==> src/core/dtc_params.svh <==
// register offsets, field positions and reset values of the dual timer
`ifndef DTC_PARAMS_SVH
`define DTC_PARAMS_SVH
`define DTC_CFG_OFS     8'h00
`define DTC_MODE_A_OFS  8'h04
`define DTC_MODE_B_OFS  8'h08
`define DTC_CTRL_OFS    8'h0C
`define DTC_IMR_OFS     8'h18
`define DTC_RIS_OFS     8'h1C
`define DTC_MIS_OFS     8'h20
`define DTC_ICR_OFS     8'h24
`define DTC_LOAD_A_OFS  8'h28
`define DTC_LOAD_B_OFS  8'h2C
`define DTC_MATCH_A_OFS 8'h30
`define DTC_MATCH_B_OFS 8'h34
`define DTC_PRE_A_OFS   8'h38
`define DTC_PRE_B_OFS   8'h3C
`define DTC_VAL_A_OFS   8'h48
`define DTC_VAL_B_OFS   8'h4C
`define DTC_CTRL_EN_A   0
`define DTC_CTRL_STL_A  1
`define DTC_CTRL_TRG_A  2
`define DTC_CTRL_EV_A   3
`define DTC_CTRL_INV_A  5
`define DTC_CTRL_EN_B   8
`define DTC_CTRL_STL_B  9
`define DTC_CTRL_TRG_B  10
`define DTC_CTRL_EV_B   11
`define DTC_CTRL_INV_B  13
`define DTC_CTRL_MASK   32'h00003F3F
`define DTC_INT_TOA     0
`define DTC_INT_CMA     1
`define DTC_INT_CEA     2
`define DTC_INT_RTC     3
`define DTC_INT_TOB     8
`define DTC_INT_CMB     9
`define DTC_INT_CEB     10
`define DTC_INT_MASK    32'h0000070F
`define DTC_LOAD_RST    32'hFFFFFFFF
`define DTC_RTC_DIV     15'h7FFF
`endif

==> src/core/dtc_pkg.sv <==
// types of the dual timer
package dtc_pkg;
  typedef enum logic [1:0] {
    DTC_JOIN_OS, DTC_JOIN_PER, DTC_JOIN_RTC, DTC_PAIR
  } dtc_cfg_e;
  typedef enum logic [2:0] {
    DTC_H_OS, DTC_H_PER, DTC_H_CNT, DTC_H_TIME, DTC_H_PWM
  } dtc_half_e;
endpackage : dtc_pkg

==> src/core/dtc_top.sv <==
// dual 16-bit timer/counter with joined 32-bit and rtc modes
`timescale 1ns/100ps
`include "dtc_params.svh"
// Behaviour
// - two independent 16-bit timer or counter halves
// - halves join into one 32-bit counter
// - one-shot stops at zero
// - periodic reloads at zero and continues
// - rtc only in joined mode
// - rtc divides 32 KHz to one second
// - capture and pwm only in paired mode
// - capture measures time or counts events
// - capture edge rising, falling or both
// - pwm turns capture pin into output
// - capture event and match interrupt sources
// - timeout and rtc match interrupt sources
// - configuring disables and leaves disabled
// - each half picks its own mode
// - invert makes pwm output active low
// - stall halts timer counting in debug mode; rtc and edge counting run on
// - trigger control gates output trigger
// - per-half enable gates counting
// - load write while running loads immediately
// - prescaler works only in paired mode
// - match sets count interrupt and pwm duty
// - mask gates sources; raw and masked readable
module dtc_top (
  input  wire logic        clk_i,      // 50 MHz clock
  input  wire logic        srst_i,     // sync reset, high
  input  wire logic [7:0]  addr_i,     // register byte address
  input  wire logic [31:0] wdata_i,    // write data
  input  wire logic        wr_i,       // write strobe
  input  wire logic        rd_i,       // read strobe
  output logic      [31:0] rdata_o,    // read data, cycle after rd_i
  input  wire logic        dbg_halt_i, // processor in debug mode
  input  wire logic        rtc_clk_i,  // 32 KHz clock, sampled
  input  wire logic        cap_a_i,    // first half capture pin in
  output logic             cap_a_o,    // first half pwm out
  output logic             cap_a_oe_o, // first half pin drive
  input  wire logic        cap_b_i,    // second half capture pin in
  output logic             cap_b_o,    // second half pwm out
  output logic             cap_b_oe_o, // second half pin drive
  output logic             trig_a_o,   // first half trigger pulse
  output logic             trig_b_o,   // second half trigger pulse
  output logic             irq_o       // masked interrupt
);
  dtc_pkg::dtc_cfg_e  cfg_q;
  dtc_pkg::dtc_half_e mode_a_q, mode_b_q;
  logic [31:0] ctrl_q, imr_q, ris_q, load_q, match_q, cnt_q;
  logic [7:0]  pre_a_q, pre_b_q, psc_a_q, psc_b_q;
  logic [14:0] rtc_div_q;
  logic        rtc_s_q, cap_a_s_q, cap_b_s_q;
  logic [31:0] set_w;
  logic        pair_w, tick_a_w, tick_b_w, tick_32_w, rtc_sec_w;
  logic        ev_a_w, ev_b_w;
  logic        wr_cfg_w, wr_ctrl_w, wr_la_w, wr_lb_w;

  // edge select: 0 rising, 1 falling, 2/3 both
  function automatic logic edge_hit(input logic [1:0] sel,
                                    input logic cur, input logic prev);
    case (sel)
      2'h0:    edge_hit = cur & ~prev;
      2'h1:    edge_hit = ~cur & prev;
      default: edge_hit = cur ^ prev;
    endcase
  endfunction : edge_hit

  function automatic logic wr_at(input logic [7:0] ofs);
    wr_at = wr_i && (addr_i == ofs);
  endfunction : wr_at

  assign pair_w    = (cfg_q == dtc_pkg::DTC_PAIR);
  assign wr_cfg_w  = wr_at(`DTC_CFG_OFS) | wr_at(`DTC_MODE_A_OFS)
                   | wr_at(`DTC_MODE_B_OFS);
  assign wr_ctrl_w = wr_at(`DTC_CTRL_OFS);
  assign wr_la_w   = wr_at(`DTC_LOAD_A_OFS);
  assign wr_lb_w   = wr_at(`DTC_LOAD_B_OFS);

  // configuration registers; a config write clears both enables below
  always_ff @(posedge clk_i) begin
    if (srst_i) begin
      cfg_q    <= dtc_pkg::DTC_PAIR;
      mode_a_q <= dtc_pkg::DTC_H_OS;
      mode_b_q <= dtc_pkg::DTC_H_OS;
    end else begin
      if (wr_at(`DTC_CFG_OFS))
        cfg_q <= dtc_pkg::dtc_cfg_e'(wdata_i[1:0]);
      if (wr_at(`DTC_MODE_A_OFS) && wdata_i[2:0] <= 3'h4)
        mode_a_q <= dtc_pkg::dtc_half_e'(wdata_i[2:0]);
      if (wr_at(`DTC_MODE_B_OFS) && wdata_i[2:0] <= 3'h4)
        mode_b_q <= dtc_pkg::dtc_half_e'(wdata_i[2:0]);
    end
  end

  always_ff @(posedge clk_i) begin
    if (srst_i)
      ctrl_q <= 32'h00000000;
    else if (wr_cfg_w)
      ctrl_q <= ctrl_q & ~(32'h1 << `DTC_CTRL_EN_A
                         | 32'h1 << `DTC_CTRL_EN_B);
    else if (wr_ctrl_w)
      ctrl_q <= wdata_i & `DTC_CTRL_MASK;
  end

  always_ff @(posedge clk_i) begin
    if (srst_i) begin
      imr_q   <= 32'h00000000;
      match_q <= 32'h00000000;
      pre_a_q <= 8'h00;
      pre_b_q <= 8'h00;
      load_q  <= `DTC_LOAD_RST;
    end else begin
      if (wr_at(`DTC_IMR_OFS))
        imr_q <= wdata_i & `DTC_INT_MASK;
      if (wr_at(`DTC_MATCH_A_OFS))
        match_q[15:0] <= wdata_i[15:0];
      if (wr_at(`DTC_MATCH_A_OFS) && !pair_w)
        match_q[31:16] <= wdata_i[31:16];
      if (wr_at(`DTC_MATCH_B_OFS))
        match_q[31:16] <= wdata_i[15:0];
      if (wr_at(`DTC_PRE_A_OFS))
        pre_a_q <= wdata_i[7:0];
      if (wr_at(`DTC_PRE_B_OFS))
        pre_b_q <= wdata_i[7:0];
      if (wr_la_w)
        load_q[15:0] <= wdata_i[15:0];
      if (wr_la_w && !pair_w)
        load_q[31:16] <= wdata_i[31:16];
      if (wr_lb_w)
        load_q[31:16] <= wdata_i[15:0];
    end
  end

  // input samplers
  always_ff @(posedge clk_i) begin
    if (srst_i) begin
      rtc_s_q   <= 1'b0;
      cap_a_s_q <= 1'b0;
      cap_b_s_q <= 1'b0;
    end else begin
      rtc_s_q   <= rtc_clk_i;
      cap_a_s_q <= cap_a_i;
      cap_b_s_q <= cap_b_i;
    end
  end

  assign ev_a_w = pair_w && (mode_a_q == dtc_pkg::DTC_H_CNT
                  || mode_a_q == dtc_pkg::DTC_H_TIME)
                  && ctrl_q[`DTC_CTRL_EN_A]
                  && edge_hit(ctrl_q[`DTC_CTRL_EV_A+:2], cap_a_i,
                              cap_a_s_q);
  assign ev_b_w = pair_w && (mode_b_q == dtc_pkg::DTC_H_CNT
                  || mode_b_q == dtc_pkg::DTC_H_TIME)
                  && ctrl_q[`DTC_CTRL_EN_B]
                  && edge_hit(ctrl_q[`DTC_CTRL_EV_B+:2], cap_b_i,
                              cap_b_s_q);

  // rtc divider: 32768 rising edges make one second
  always_ff @(posedge clk_i) begin
    if (srst_i || cfg_q != dtc_pkg::DTC_JOIN_RTC)
      rtc_div_q <= 15'h0000;
    else if (rtc_clk_i && !rtc_s_q && ctrl_q[`DTC_CTRL_EN_A])
      rtc_div_q <= rtc_div_q + 15'h0001;
  end
  assign rtc_sec_w = cfg_q == dtc_pkg::DTC_JOIN_RTC && rtc_clk_i
                   && !rtc_s_q && rtc_div_q == `DTC_RTC_DIV
                   && ctrl_q[`DTC_CTRL_EN_A];

  // prescalers, only in paired mode
  always_ff @(posedge clk_i) begin
    if (srst_i || !pair_w) begin
      psc_a_q <= 8'h00;
      psc_b_q <= 8'h00;
    end else begin
      if (ctrl_q[`DTC_CTRL_EN_A] && !(ctrl_q[`DTC_CTRL_STL_A] && dbg_halt_i))
        psc_a_q <= (psc_a_q >= pre_a_q) ? 8'h00 : psc_a_q + 8'h01;
      if (ctrl_q[`DTC_CTRL_EN_B] && !(ctrl_q[`DTC_CTRL_STL_B] && dbg_halt_i))
        psc_b_q <= (psc_b_q >= pre_b_q) ? 8'h00 : psc_b_q + 8'h01;
    end
  end

  assign tick_32_w = !pair_w && ctrl_q[`DTC_CTRL_EN_A]
                   && !(ctrl_q[`DTC_CTRL_STL_A] && dbg_halt_i)
                   && cfg_q != dtc_pkg::DTC_JOIN_RTC;
  assign tick_a_w = pair_w && ctrl_q[`DTC_CTRL_EN_A]
                  && !(ctrl_q[`DTC_CTRL_STL_A] && dbg_halt_i)
                  && psc_a_q >= pre_a_q;
  assign tick_b_w = pair_w && ctrl_q[`DTC_CTRL_EN_B]
                  && !(ctrl_q[`DTC_CTRL_STL_B] && dbg_halt_i)
                  && psc_b_q >= pre_b_q;

  // counters: low half first, high half second; joined in 32-bit modes
  always_ff @(posedge clk_i) begin
    if (srst_i)
      cnt_q <= `DTC_LOAD_RST;
    else if (!pair_w) begin
      if (wr_la_w)
        cnt_q <= wdata_i;
      else if (cfg_q == dtc_pkg::DTC_JOIN_RTC) begin
        if (rtc_sec_w)
          cnt_q <= cnt_q + 32'h1;
      end else if (tick_32_w) begin
        if (cnt_q != 32'h0)
          cnt_q <= cnt_q - 32'h1;
        else if (cfg_q == dtc_pkg::DTC_JOIN_PER)
          cnt_q <= load_q;
      end
    end else begin
      if (wr_la_w)
        cnt_q[15:0] <= wdata_i[15:0];
      else if (mode_a_q == dtc_pkg::DTC_H_CNT) begin
        if (ev_a_w)
          cnt_q[15:0] <= cnt_q[15:0] + 16'h1;
      end else if (mode_a_q != dtc_pkg::DTC_H_OS || cnt_q[15:0] != 16'h0) begin
        if (tick_a_w)
          cnt_q[15:0] <= (cnt_q[15:0] == 16'h0) ? load_q[15:0]
                       : cnt_q[15:0] - 16'h1;
      end
      if (wr_lb_w)
        cnt_q[31:16] <= wdata_i[15:0];
      else if (mode_b_q == dtc_pkg::DTC_H_CNT) begin
        if (ev_b_w)
          cnt_q[31:16] <= cnt_q[31:16] + 16'h1;
      end else if (mode_b_q != dtc_pkg::DTC_H_OS || cnt_q[31:16] != 16'h0) begin
        if (tick_b_w)
          cnt_q[31:16] <= (cnt_q[31:16] == 16'h0) ? load_q[31:16]
                        : cnt_q[31:16] - 16'h1;
      end
    end
  end

  // timeout when a tick takes the count from one to zero; capture time uses the counter snapshot
  always_comb begin
    set_w = 32'h0;
    if (!pair_w) begin
      set_w[`DTC_INT_TOA] = tick_32_w && cnt_q == 32'h1;
      set_w[`DTC_INT_RTC] = rtc_sec_w && cnt_q + 32'h1 == match_q;
    end else begin
      set_w[`DTC_INT_TOA] = tick_a_w && cnt_q[15:0] == 16'h1
        && (mode_a_q == dtc_pkg::DTC_H_OS
            || mode_a_q == dtc_pkg::DTC_H_PER);
      set_w[`DTC_INT_TOB] = tick_b_w && cnt_q[31:16] == 16'h1
        && (mode_b_q == dtc_pkg::DTC_H_OS
            || mode_b_q == dtc_pkg::DTC_H_PER);
      set_w[`DTC_INT_CEA] = ev_a_w && ctrl_q[`DTC_CTRL_EN_A];
      set_w[`DTC_INT_CEB] = ev_b_w && ctrl_q[`DTC_CTRL_EN_B];
      set_w[`DTC_INT_CMA] = ev_a_w && mode_a_q == dtc_pkg::DTC_H_CNT
        && cnt_q[15:0] + 16'h1 == match_q[15:0];
      set_w[`DTC_INT_CMB] = ev_b_w && mode_b_q == dtc_pkg::DTC_H_CNT
        && cnt_q[31:16] + 16'h1 == match_q[31:16];
    end
  end

  // sticky raw status; set wins over clear
  always_ff @(posedge clk_i) begin
    if (srst_i)
      ris_q <= 32'h0;
    else
      ris_q <= (ris_q & ~(wr_at(`DTC_ICR_OFS) ? wdata_i : 32'h0)) | set_w;
  end
  assign irq_o = |(ris_q & imr_q);

  // captured time snapshot for edge-time mode
  logic [15:0] snap_a_q, snap_b_q;
  always_ff @(posedge clk_i) begin
    if (srst_i) begin
      snap_a_q <= 16'h0;
      snap_b_q <= 16'h0;
    end else begin
      if (ev_a_w && mode_a_q == dtc_pkg::DTC_H_TIME)
        snap_a_q <= cnt_q[15:0];
      if (ev_b_w && mode_b_q == dtc_pkg::DTC_H_TIME)
        snap_b_q <= cnt_q[31:16];
    end
  end

  // pwm outputs and triggers
  always_ff @(posedge clk_i) begin
    if (srst_i) begin
      cap_a_o    <= 1'b0;
      cap_b_o    <= 1'b0;
      cap_a_oe_o <= 1'b0;
      cap_b_oe_o <= 1'b0;
      trig_a_o   <= 1'b0;
      trig_b_o   <= 1'b0;
    end else begin
      cap_a_oe_o <= pair_w && mode_a_q == dtc_pkg::DTC_H_PWM;
      cap_b_oe_o <= pair_w && mode_b_q == dtc_pkg::DTC_H_PWM;
      cap_a_o <= (cnt_q[15:0] > match_q[15:0])
                 ^ ctrl_q[`DTC_CTRL_INV_A];
      cap_b_o <= (cnt_q[31:16] > match_q[31:16])
                 ^ ctrl_q[`DTC_CTRL_INV_B];
      trig_a_o <= set_w[`DTC_INT_TOA] && ctrl_q[`DTC_CTRL_TRG_A];
      trig_b_o <= set_w[`DTC_INT_TOB] && ctrl_q[`DTC_CTRL_TRG_B];
    end
  end

  // read port
  always_ff @(posedge clk_i) begin
    if (srst_i)
      rdata_o <= 32'h0;
    else if (rd_i) begin
      case (addr_i)
        `DTC_CFG_OFS:     rdata_o <= {30'h0, cfg_q};
        `DTC_MODE_A_OFS:  rdata_o <= {29'h0, mode_a_q};
        `DTC_MODE_B_OFS:  rdata_o <= {29'h0, mode_b_q};
        `DTC_CTRL_OFS:    rdata_o <= ctrl_q;
        `DTC_IMR_OFS:     rdata_o <= imr_q;
        `DTC_RIS_OFS:     rdata_o <= ris_q;
        `DTC_MIS_OFS:     rdata_o <= ris_q & imr_q;
        `DTC_LOAD_A_OFS:  rdata_o <= pair_w ? {16'h0, load_q[15:0]} : load_q;
        `DTC_LOAD_B_OFS:  rdata_o <= {16'h0, load_q[31:16]};
        `DTC_MATCH_A_OFS: rdata_o <= pair_w ? {16'h0, match_q[15:0]} : match_q;
        `DTC_MATCH_B_OFS: rdata_o <= {16'h0, match_q[31:16]};
        `DTC_PRE_A_OFS:   rdata_o <= {24'h0, pre_a_q};
        `DTC_PRE_B_OFS:   rdata_o <= {24'h0, pre_b_q};
        `DTC_VAL_A_OFS:   rdata_o <= !pair_w ? cnt_q
                          : mode_a_q == dtc_pkg::DTC_H_TIME
                          ? {16'h0, snap_a_q} : {16'h0, cnt_q[15:0]};
        `DTC_VAL_B_OFS:   rdata_o <= mode_b_q == dtc_pkg::DTC_H_TIME
                          ? {16'h0, snap_b_q} : {16'h0, cnt_q[31:16]};
        default:          rdata_o <= 32'h0;
      endcase
    end else
      rdata_o <= 32'h0;
  end

  // config write leaves both halves stopped
  cfg_dis_a: assert property (@(posedge clk_i) disable iff (srst_i)
    wr_cfg_w |=> !ctrl_q[`DTC_CTRL_EN_A] && !ctrl_q[`DTC_CTRL_EN_B])
    else $error("config write left a half enabled");
  one_shot_a: assert property (@(posedge clk_i) disable iff (srst_i)
    cfg_q == dtc_pkg::DTC_JOIN_OS && cnt_q == 32'h0 && !wr_la_w
    && $stable(cfg_q) |=> cnt_q == 32'h0)
    else $error("one-shot left zero");
  reload_per_a: assert property (@(posedge clk_i) disable iff (srst_i)
    cfg_q == dtc_pkg::DTC_JOIN_PER && tick_32_w && cnt_q == 32'h0
    && !wr_la_w |=> cnt_q == $past(load_q))
    else $error("periodic reload missed");
  timeout_a: assert property (@(posedge clk_i) disable iff (srst_i)
    tick_32_w && cnt_q == 32'h1 && !wr_la_w |=> cnt_q == 32'h0
    && ris_q[`DTC_INT_TOA])
    else $error("timeout not raised at zero");
  load_imm_a: assert property (@(posedge clk_i) disable iff (srst_i)
    wr_la_w && !pair_w |=> cnt_q == $past(wdata_i))
    else $error("load not immediate");
  pwm_oe_a: assert property (@(posedge clk_i) disable iff (srst_i)
    !pair_w |=> !cap_a_oe_o && !cap_b_oe_o)
    else $error("pwm drive outside paired mode");
  irq_mask_a: assert property (@(posedge clk_i) disable iff (srst_i)
    (set_w & imr_q) != 32'h0 && !(wr_i && addr_i == `DTC_IMR_OFS)
    |=> irq_o)
    else $error("enabled source missed the interrupt");
  stall_hold_a: assert property (@(posedge clk_i)
    disable iff (srst_i) dbg_halt_i && ctrl_q[`DTC_CTRL_STL_A] && !wr_la_w
    && cfg_q != dtc_pkg::DTC_JOIN_RTC
    && !(pair_w && mode_a_q == dtc_pkg::DTC_H_CNT)
    |=> $stable(cnt_q[15:0]))
    else $error("counter ran in debug stall");
  trig_gate_a: assert property (@(posedge clk_i) disable iff (srst_i)
    trig_a_o |-> $past(ctrl_q[`DTC_CTRL_TRG_A]))
    else $error("trigger while disabled");
  trig_gate_b_a: assert property (@(posedge clk_i)
    disable iff (srst_i) trig_b_o |-> $past(ctrl_q[`DTC_CTRL_TRG_B]))
    else $error("second trigger while disabled");
  en_gate_a: assert property (@(posedge clk_i) disable iff (srst_i)
    pair_w && !ctrl_q[`DTC_CTRL_EN_A] && !wr_la_w
    |=> $stable(cnt_q[15:0]))
    else $error("disabled half counted");
  mode_ign_a: assert property (@(posedge clk_i) disable iff (srst_i)
    wr_i && addr_i == `DTC_MODE_A_OFS && wdata_i[2:0] > 3'h4
    |=> $stable(mode_a_q))
    else $error("bad half mode accepted");
endmodule : dtc_top

==> config.mk <==
export PLATFORM = sky130hd
export DESIGN_NAME = dtc_top
export DESIGN_NICKNAME = d
export VERILOG_FILES = /design/src/core/dtc_pkg.sv /design/src/core/dtc_top.sv
export VERILOG_INCLUDE_DIRS = /design/src /design/src/core
export SDC_FILE = /design/constraint.sdc
export NUM_CORES = 1
export LEC_CHECK = 0
export BUFFER_PORTS_ARGS = -buffer_cell sky130_fd_sc_hd__buf_4
export CELL_PAD_IN_SITES_DETAIL_PLACEMENT = 0
export CELL_PAD_IN_SITES_GLOBAL_PLACEMENT = 2
export CORE_ASPECT_RATIO = 1.5
export CORE_MARGIN = 10
export CORE_UTILIZATION = 40
export DETAILED_ROUTE_END_ITERATION = 8
export PLACE_DENSITY = 0.89
export SYNTH_ARGS = -nofsm -noshare
export SYNTH_HDL_FRONTEND = slang
export SYNTH_SLANG_ARGS = --single-unit
export TNS_END_PERCENT = 50
==> constraint.sdc <==
create_clock -name clk_i -period 7 [get_ports clk_i]
set_input_delay 1.05 -clock clk_i [delete_from_list [all_inputs] [get_ports clk_i]]
set_output_delay 1.05 -clock clk_i [all_outputs]
set_load 0.005 [all_outputs]
==> results of run 1 <==
## per-layer routing
layer,vias to the layer above,track usage [%],routed length [um]
met5,-,0,0
met4,0,26.7,8630
met3,323,5.02,7370
met2,1153,49.3,39000
met1,9099,37.9,32800
li1,8437,-,-
## report_power, final
part	leakage [nW]	internal [mW]	total, mW	switching (mW)
sequential	2.22	1.57	1.57	0.00605
clock	0.511	1.00	1.71	0.711
combinational	4.68	0.0763	0.257	0.181
## sequential cells by signal (all words and copies together), names as in the netlist, 2 cells and up
signal / cells
rdata_o: 32
snap_a_q: 16
load_q: 32
ctrl_q: 12
imr_q: 7
pre_b_q: 8
cnt_q: 32
mode_b_q: 3
ris_q: 32
psc_a_q: 8
match_q: 32
snap_b_q: 16
cfg_q: 2
mode_a_q: 3
rtc_div_q: 15
pre_a_q: 8
psc_b_q: 8
## stage by stage
step | area [sq um] | power (mW) | hold slack (ns) | util, % | setup WS, ns
floorplan | 17600 | 1.74 | 0.426 | - | 3.39
global placement | 18600 | 1.86 | 0.435 | 42.7 | 2.49
detailed placement | 18600 | 1.86 | 0.437 | 42.7 | 2.46
CTS | 19700 | 3.54 | 0.449 | 45.1 | 2.67
global route | 19700 | 3.61 | 0.461 | 45.1 | 2.25
finish | 19700 | 3.54 | 0.446 | 45.1 | 2.43
## layout make-up
class                      count  area, sq um
fill                        4480        24000
multi-input combinational   1833        11100
sequential                   275         5510
timing repair buffer         136         1020
clock buffer                  43          901
tap                          576          721
inverter                      64          240
clock inverter                11          139
antenna                        1         2.50
## worst paths after layout
| kind | start | to | slack, ns |
|---|---|---|---|
| worst min-delay path | ris_q[16]$_SDFF_PP0_ | ris_q[16]$_SDFF_PP0_ | 0.45 |
| worst max-delay path | cnt_q[16]$_SDFFE_PP1P_ | cnt_q[15]$_SDFFE_PP1P_ | 2.43 |
| worst min register to register | ris_q[16]$_SDFF_PP0_ | ris_q[16]$_SDFF_PP0_ | 0.45 |
| worst max register to register | cnt_q[16]$_SDFFE_PP1P_ | cnt_q[15]$_SDFFE_PP1P_ | 2.43 |
## synthesized netlist by cell type (44+ instances only)
master                       n  area share (%)
sky130_fd_sc_hd__xor2_1     66             3.3
sky130_fd_sc_hd__dfxtp_1   275              31
sky130_fd_sc_hd__xnor2_1    67             3.3
sky130_fd_sc_hd__inv_1      64             1.4
sky130_fd_sc_hd__clkbuf_1  166             3.5
sky130_fd_sc_hd__nand2_1   293             6.3
sky130_fd_sc_hd__nor3_1     50             1.4
sky130_fd_sc_hd__nor2_1    271             5.8
sky130_fd_sc_hd__nand3_1   128             3.6
sky130_fd_sc_hd__a21oi_1   229             6.5
sky130_fd_sc_hd__ha_1       63             4.5
sky130_fd_sc_hd__mux2i_1    44             2.5
sky130_fd_sc_hd__o21ai_0    93             2.7
sky130_fd_sc_hd__nand2b_1   45             1.6
## tightest hold or removal path, delay by kind of cell (launching register included)
family,cells,cell delay (ns)
flip-flops,1,0.31
AND/OR/NAND/NOR,1,0.06
AO/OA/AOI/OAI,1,0.04
## cell families (layout without fill, tap and decap cells)
logic type,Yosys count,in the layout,share of synthesized area [%]
xor gates and xnor gates,134,134,6.76
other,0,1,0
AOI/OAI and AO/OA,625,625,23.2
DFF,275,275,31.4
buffers and inverters,259,254,5.68
muxes,47,47,2.70
and+or+nand+nor,964,964,25.9
adders and majority gates,63,63,4.49
==> results, run 1 <==
- The number of hold buffers added after CTS is 0.
- The maximum clock insertion buffer count is 3.
- CTS built an H-tree with a depth of 1.
- The clock-pin transition on the worst setup and hold timing paths is roughly 0.07 ns.
- In this run the core area contains 94 standard-cell rows.
- Each instance of the synthesized netlist takes up on average around 7.4 sq um.
- The initial antenna violation count is 1.
- The iteration-0 DRC count of the detailed router is approximately 2400.
- The routed wire length per instance is between 20 and 30 um.
- The final non-filler cell total is 2939.
- At the end of the flow, the number of nets in the layout was about 2500.
- The vias per cell is roughly 6.5.
- From left edge to right edge, the die measures ~190 um.
- Across the run, the number of max-cap violations was 0.
- Counting every net in the synthesized netlist gives around 2500.
- The total area inside the core boundary comes to approximately 0.044 sq mm.
- The number of buffers added by the clock tree synthesis step is 30.
- The clock reaches the later pin of the worst-skew pair after roughly 0.6 ns.
- The static power due to leakage is 7.41 nW.
- The fraction of final layout cells sized beyond drive strength 1 is a little under a tenth.
- Setup repair after global routing left no endpoint under its margin.
- The top cell types in the final layout, fill and taps aside, are 293 x sky130_fd_sc_hd__nand2_1, 275 x sky130_fd_sc_hd__dfxtp_1, 264 x sky130_fd_sc_hd__nor2_1.
- Summed over all failing endpoints, the final setup total negative slack is 0 ns.
- The number of gates resized after CTS was 0.
- Between clock sinks in the finished design, the worst skew comes to 0.0197 ns.
- Global routing used around a third of the available tracks.
- The number of pins with negative max-slew slack in the final report is 0.
- The category of cells accounting for the largest share of critical-path delay is simple AND/OR/NAND/NOR gates.
- The final-report hold violation count is 0.
- The number of global-route vias before repair is approximately 18000.
- The maximum number of pins on one net before global-route repair is 107.
- The worst setup path is captured at a flop.
- The die covers around 0.053 sq mm.
- The library cell used most frequently in the layout, excluding fill and tap cells, is sky130_fd_sc_hd__nand2_1.
- The critical-path cell with the highest stage delay is sky130_fd_sc_hd__nor2_1.
- The number of buffers and inverters on the critical path is 1.
- The clock root buffer is sky130_fd_sc_hd__clkbuf_16.
- At the worst endpoint, the arrival time is around 5.0 ns.
- Port buffering added between 80 and 90 buffers.
- The floorplan step set the die height to ~280 um.
- At the pin with the least slew margin, the transition time is around 1.3 ns.
- The post-detailed-placement half-perimeter wirelength is between 60000 and 70000 um.
- In this run the count of I/O pins placed on the die edge is 87.
- The startpoint-to-endpoint class of the critical path is flop to flop.
- The remaining design rule violation count is 0.
- The gate count after technology mapping is 2367.
- After clock tree synthesis, the setup repair step added 0 buffers.
- Along the worst hold path, the cell count comes to 2.
- The largest driver fanout on the critical path is 19.
- For this run, the detailed router's first-pass iteration total came to 7.
- The share of the Yosys chip area taken by registers is about a third.
- Measured against its own limit, the worst slew margin works out to between 10% and 20%.
- Of all flip-flops after synthesis, the portion carrying an async set or reset was 0%.
- The synthesis warning total is 0.
- Once placement completed, the tool counted placed cells totaling between 2000 and 3000.
- The clock period could shrink to 4.57 ns.
- The startpoint type of the worst setup path is a flop.
- Counting distinct cell types in the post-synthesis netlist gives slightly below 80.
- The critical path crosses 9 cells after its start point.
- The path depth of the worst reg2reg path is 9.
- IR analysis of the VDD net gives a maximum drop of 0.000198 V.
- The number of synthesized register bits is between 200 and 300.
- The final clock period utilization by the worst path is approximately two thirds.
- The synthesized cell area is 0.0176 sq mm.
- The first global-routing pass estimated ~130000 um of wire.
- The run finished with clean final reports.
- The count of flip-flops with a built-in enable after synthesis is 0.
- The area growth from synthesis to layout is 12.0%.
- The number of routed nets with antenna violations is 0.
- On the worst path, the slowest cell contributes a delay of 0.94 ns.
- The maximum clock frequency is around 220 MHz.
- The power density normalized to cell area is between 150 and 200 mW/mm^2.
- STA puts the critical path data required time at roughly 7.4 ns.
- The number of vias in the routed layout is between 15000 and 20000.
- Once the floorplan was initialized, standard cells occupied 40.2% of the core.
- The type of the tightest min-delay check is flop to flop.
- Setup violations remaining at the end of the flow were counted as 0.
- The total overflow left after global routing is 0.
- Routability-driven placement finished with a final weighted congestion of between 0.9 and 1.
- The final layout contains routed wiring with a total length of a little under 90000 um.
- The critical path goes through inv_1 -> ha_1 -> nor4b_1 -> nand4_1 -> nor2_1 -> o22ai_1 -> a221o_1 -> a311oi_1 -> a21oi_1.
- For this design, the sink count on the clock tree is 275.
- The top flip-flop cell by instance count after synthesis is sky130_fd_sc_hd__dfxtp_1.
- The CTS tree is yes.
Note: power is estimated with default switching activity, not from simulation.
==> run 2, diff against run 1 <==
--- a/config.mk
+++ b/config.mk
@@ -11,9 +11,9 @@
 export CELL_PAD_IN_SITES_GLOBAL_PLACEMENT = 2
 export CORE_ASPECT_RATIO = 1.5
 export CORE_MARGIN = 10
-export CORE_UTILIZATION = 40
+export CORE_UTILIZATION = 33
 export DETAILED_ROUTE_END_ITERATION = 8
-export PLACE_DENSITY = 0.89
+export PLACE_DENSITY = 0.79
 export SYNTH_ARGS = -nofsm -noshare
 export SYNTH_HDL_FRONTEND = slang
 export SYNTH_SLANG_ARGS = --single-unit
==> constraint.sdc (replaced) <==
create_clock -name clk_i -period 3.9 [get_ports clk_i]
set_input_delay 0.585 -clock clk_i [delete_from_list [all_inputs] [get_ports clk_i]]
set_output_delay 0.585 -clock clk_i [all_outputs]
set_load 0.005 [all_outputs]
==> run 2 against run 1 <==
Die area is 19% higher. Combinational power up 88%. Clock skew fell by 0.0046 ns. Register-to-register slack worse by 2.1 ns. Worst hold slack worse by 0.25 ns. Sequential cell count stayed put. Critical path type unchanged. Highest routed layer is now met5.
==> results, run 2 (same netlist as run 1, synthesis figures left out) <==
- The run finished with clean final reports.
- The largest driver fanout on the critical path is 12 (-7).
- The H-tree depth reported by CTS is 1 (unchanged).
- The initial antenna violation count is 3 (+2).
- The post-CTS setup buffer count is 0 (unchanged).
- The number of pins with negative max-slew slack in the final report is 0 (unchanged).
- The setup path with the least slack is of type flop to flop.
- Setup repair after global routing left no endpoint under its margin.
- The maximum clock frequency came to 277 MHz (+27%).
- Leaving out fill and tap cells, the most frequent cell in the layout is sky130_fd_sc_hd__nand2_1.
- The CTS tree is yes.
- The number of buffers added by the clock tree synthesis step was 30 (unchanged).
- The worst setup path is captured at a flop.
- The routability-driven placement congestion ratio is 0.998 (+1.3%).
- The count of cells resized by post-cts repair is 0 (unchanged).
- The count of clock tree sinks is 275 (unchanged).
- The global route total overflow came to 0 (unchanged).
- The maximum clock skew at final layout came to 0.0151 ns (-0.00461 ns).
- The final critical path time including I/O delays and setup is 3.61 ns (-0.961 ns).
- The iteration-0 DRC count of the detailed router is 2326 (-1.0%).
- The worst hold margin is 0.200 ns (-0.246 ns).
- The worst voltage drop across the vdd grid was 0.000246 V (+24%).
- The overall global routing resource usage is 28.0% (-3.8 points).
- The fraction of final layout cells sized beyond drive strength 1 is 12.4% (+3.0 points).
- The number of rows in the core area is 103 (+9.6%).
- The number of primary I/O pins came to 87 (unchanged).
- The remaining design rule violation count was 0 (unchanged).
- The total number of nets in the final design was 2530 (+3.2%).
- The power density normalized to cell area is 312 mW/mm^2 (+73%).
- The critical-path cell with the highest stage delay is sky130_fd_sc_hd__o41ai_1.
- The routed wire length per instance came to 29.7 um (-0.66%).
- The total die area is 0.0630 sq mm (+19%).
- In the layout the commonest cells are 293 x sky130_fd_sc_hd__nand2_1, 275 x sky130_fd_sc_hd__dfxtp_1, 264 x sky130_fd_sc_hd__nor2_1.
- The number of vias in the routed layout is 19400 (+2.2%).
- The maximum single-stage delay on the critical path is 0.86 ns (-0.08 ns).
- The number of routed nets with antenna violations is 0 (unchanged).
- The clock-pin transition on the worst setup and hold timing paths is 0.07 ns (about the same).
- The maximum clock insertion buffer count is 3 (unchanged).
- The cell occurring most often along the worst timing path is sky130_fd_sc_hd__buf_4.
- The starting density of the core was 33.3% (-6.9 points).
- The final-report hold violation count was 0 (unchanged).
- The worst relative slew slack is 35.4% (+19 points).
- The detailed-routing iteration count for the pre-antenna-repair pass was 9 (+2).
- The count of maximum capacitance violations is 0 (unchanged).
- The number of hold buffers added after CTS was 0 (unchanged).
- The worst-skew pair later-pin latency is 0.60 ns (about the same).
- The number of global-route vias before repair is 18700 (+4.0%).
- The total of buffers placed on input and output ports is 86 (unchanged).
- The setup TNS after final layout was 0 ns (unchanged).
- The startpoint type of the worst setup path is a flop.
- The count of endpoints failing setup in the final report is 0 (unchanged).
- The clock root buffer is sky130_fd_sc_hd__clkbuf_16.
- The static power due to leakage was 7.79 nW (+5.1%).
- The final clock period utilization by the worst path is 92.4% (+27 points).
- The endpoint arrival time on the critical path was 4.11 ns (-0.90 ns).
- Traced cell by cell, the critical path runs through inv_1 -> ha_1 -> a21o_1 -> a2111oi_0 -> o21a_1 -> nor3_1 -> buf_4 -> o41ai_1 -> or2_1 -> buf_4 -> buf_4 -> a21oi_1 -> o31ai_1.
- The worst hold path belongs to the class input port to flop.
- The measured slew at the worst slew-check pin is 0.969 ns (-0.282 ns).
- The post-detailed-placement half-perimeter wirelength is 68300 um (+8.0%).
- The maximum number of pins on one net before global-route repair is 66 (-38%).
- The vias per cell is 6.22 (-3.9%).
- The synthesis-to-layout area growth is 16.2%.
- The area inside the core boundary is 0.0527 sq mm (+21%).
- The post-detailed-routing wire length is 92700 um (+5.6%).
- The die width was 208 um (+9.0%).
- The required time of the critical path came to 4.40 ns (-3.04 ns).
- The height of the chip came to 302 um (+9.4%).
- The wire length of the first global-routing pass came to 132000 um (+4.9%).
run 2: layout make-up:
class / count / area (sq um)
Clock inverter: 18 / 193
Inverter: 64 / 240
Sequential cell: 275 / 5510
Tap cell: 682 / 853
Fill cell: 5510 / 32300
Multi-Input combinational cell: 1833 / 11100
Antenna cell: 1 / 2.50
Timing Repair Buffer: 215 / 1640
Clock buffer: 37 / 848
run 2: routing by layer:
metal | global-route usage [%] | part of all wire (%) | wire length [um]
met1 | 32.2 | 37 | 34500
met2 | 46.6 | 47 | 43200
met3 | 3.83 | 7.4 | 6850
met4 | 21.6 | 8.9 | 8220
met5 | 0 | 0.025 | 23
run 2: metrics by stage:
| step | power, mW | utilization, % | std cells | area [sq um] | worst slack (ns) |
|---|---|---|---|---|---|
| 5_1_grt | 6.53 | 38.7 | 3124 | 20400 | 0.165 |
| 3_3_place_gp | 3.35 | 36.7 | 3069 | 19400 | 0.212 |
| 6_report | 6.37 | 38.7 | 3125 | 20400 | 0.295 |
| 2_1_floorplan | 3.12 | - | 2367 | 17600 | 0.628 |
| 3_5_place_dp | 3.35 | 36.7 | 3069 | 19400 | 0.219 |
| 4_1_cts | 6.39 | 38.7 | 3124 | 20400 | 0.417 |
run 2: final timing paths:
check | startpoint | endpoint | slack [ns] | cells past startpoint
max | pre_b_q[4]$_SDFFE_PP0P_ | cnt_q[30]$_SDFFE_PP1P_ | 0.29 | 13
min | wdata_i[21] | ris_q[21]$_SDFF_PP0_ | 0.20 | 2
max reg2reg | pre_b_q[4]$_SDFFE_PP0P_ | cnt_q[30]$_SDFFE_PP1P_ | 0.29 | 13
min reg2reg | ris_q[20]$_SDFF_PP0_ | ris_q[20]$_SDFF_PP0_ | 0.45 | 2
run 2: worst max-delay path, delay by kind of cell, from the launching register on:
kind	cells	cell delay [ns]
AO/OA/AOI/OAI	6	1.82
buffers and inverters	4	0.61
AND/OR/NAND/NOR	2	0.44
flip-flops	1	0.36
adder cells (fa/ha/maj)	1	0.30
run 2: power breakdown:
group          switching, mW  internal, mW
Combinational          0.330         0.154
Sequential           0.00848          2.81
Clock                   1.32          1.74
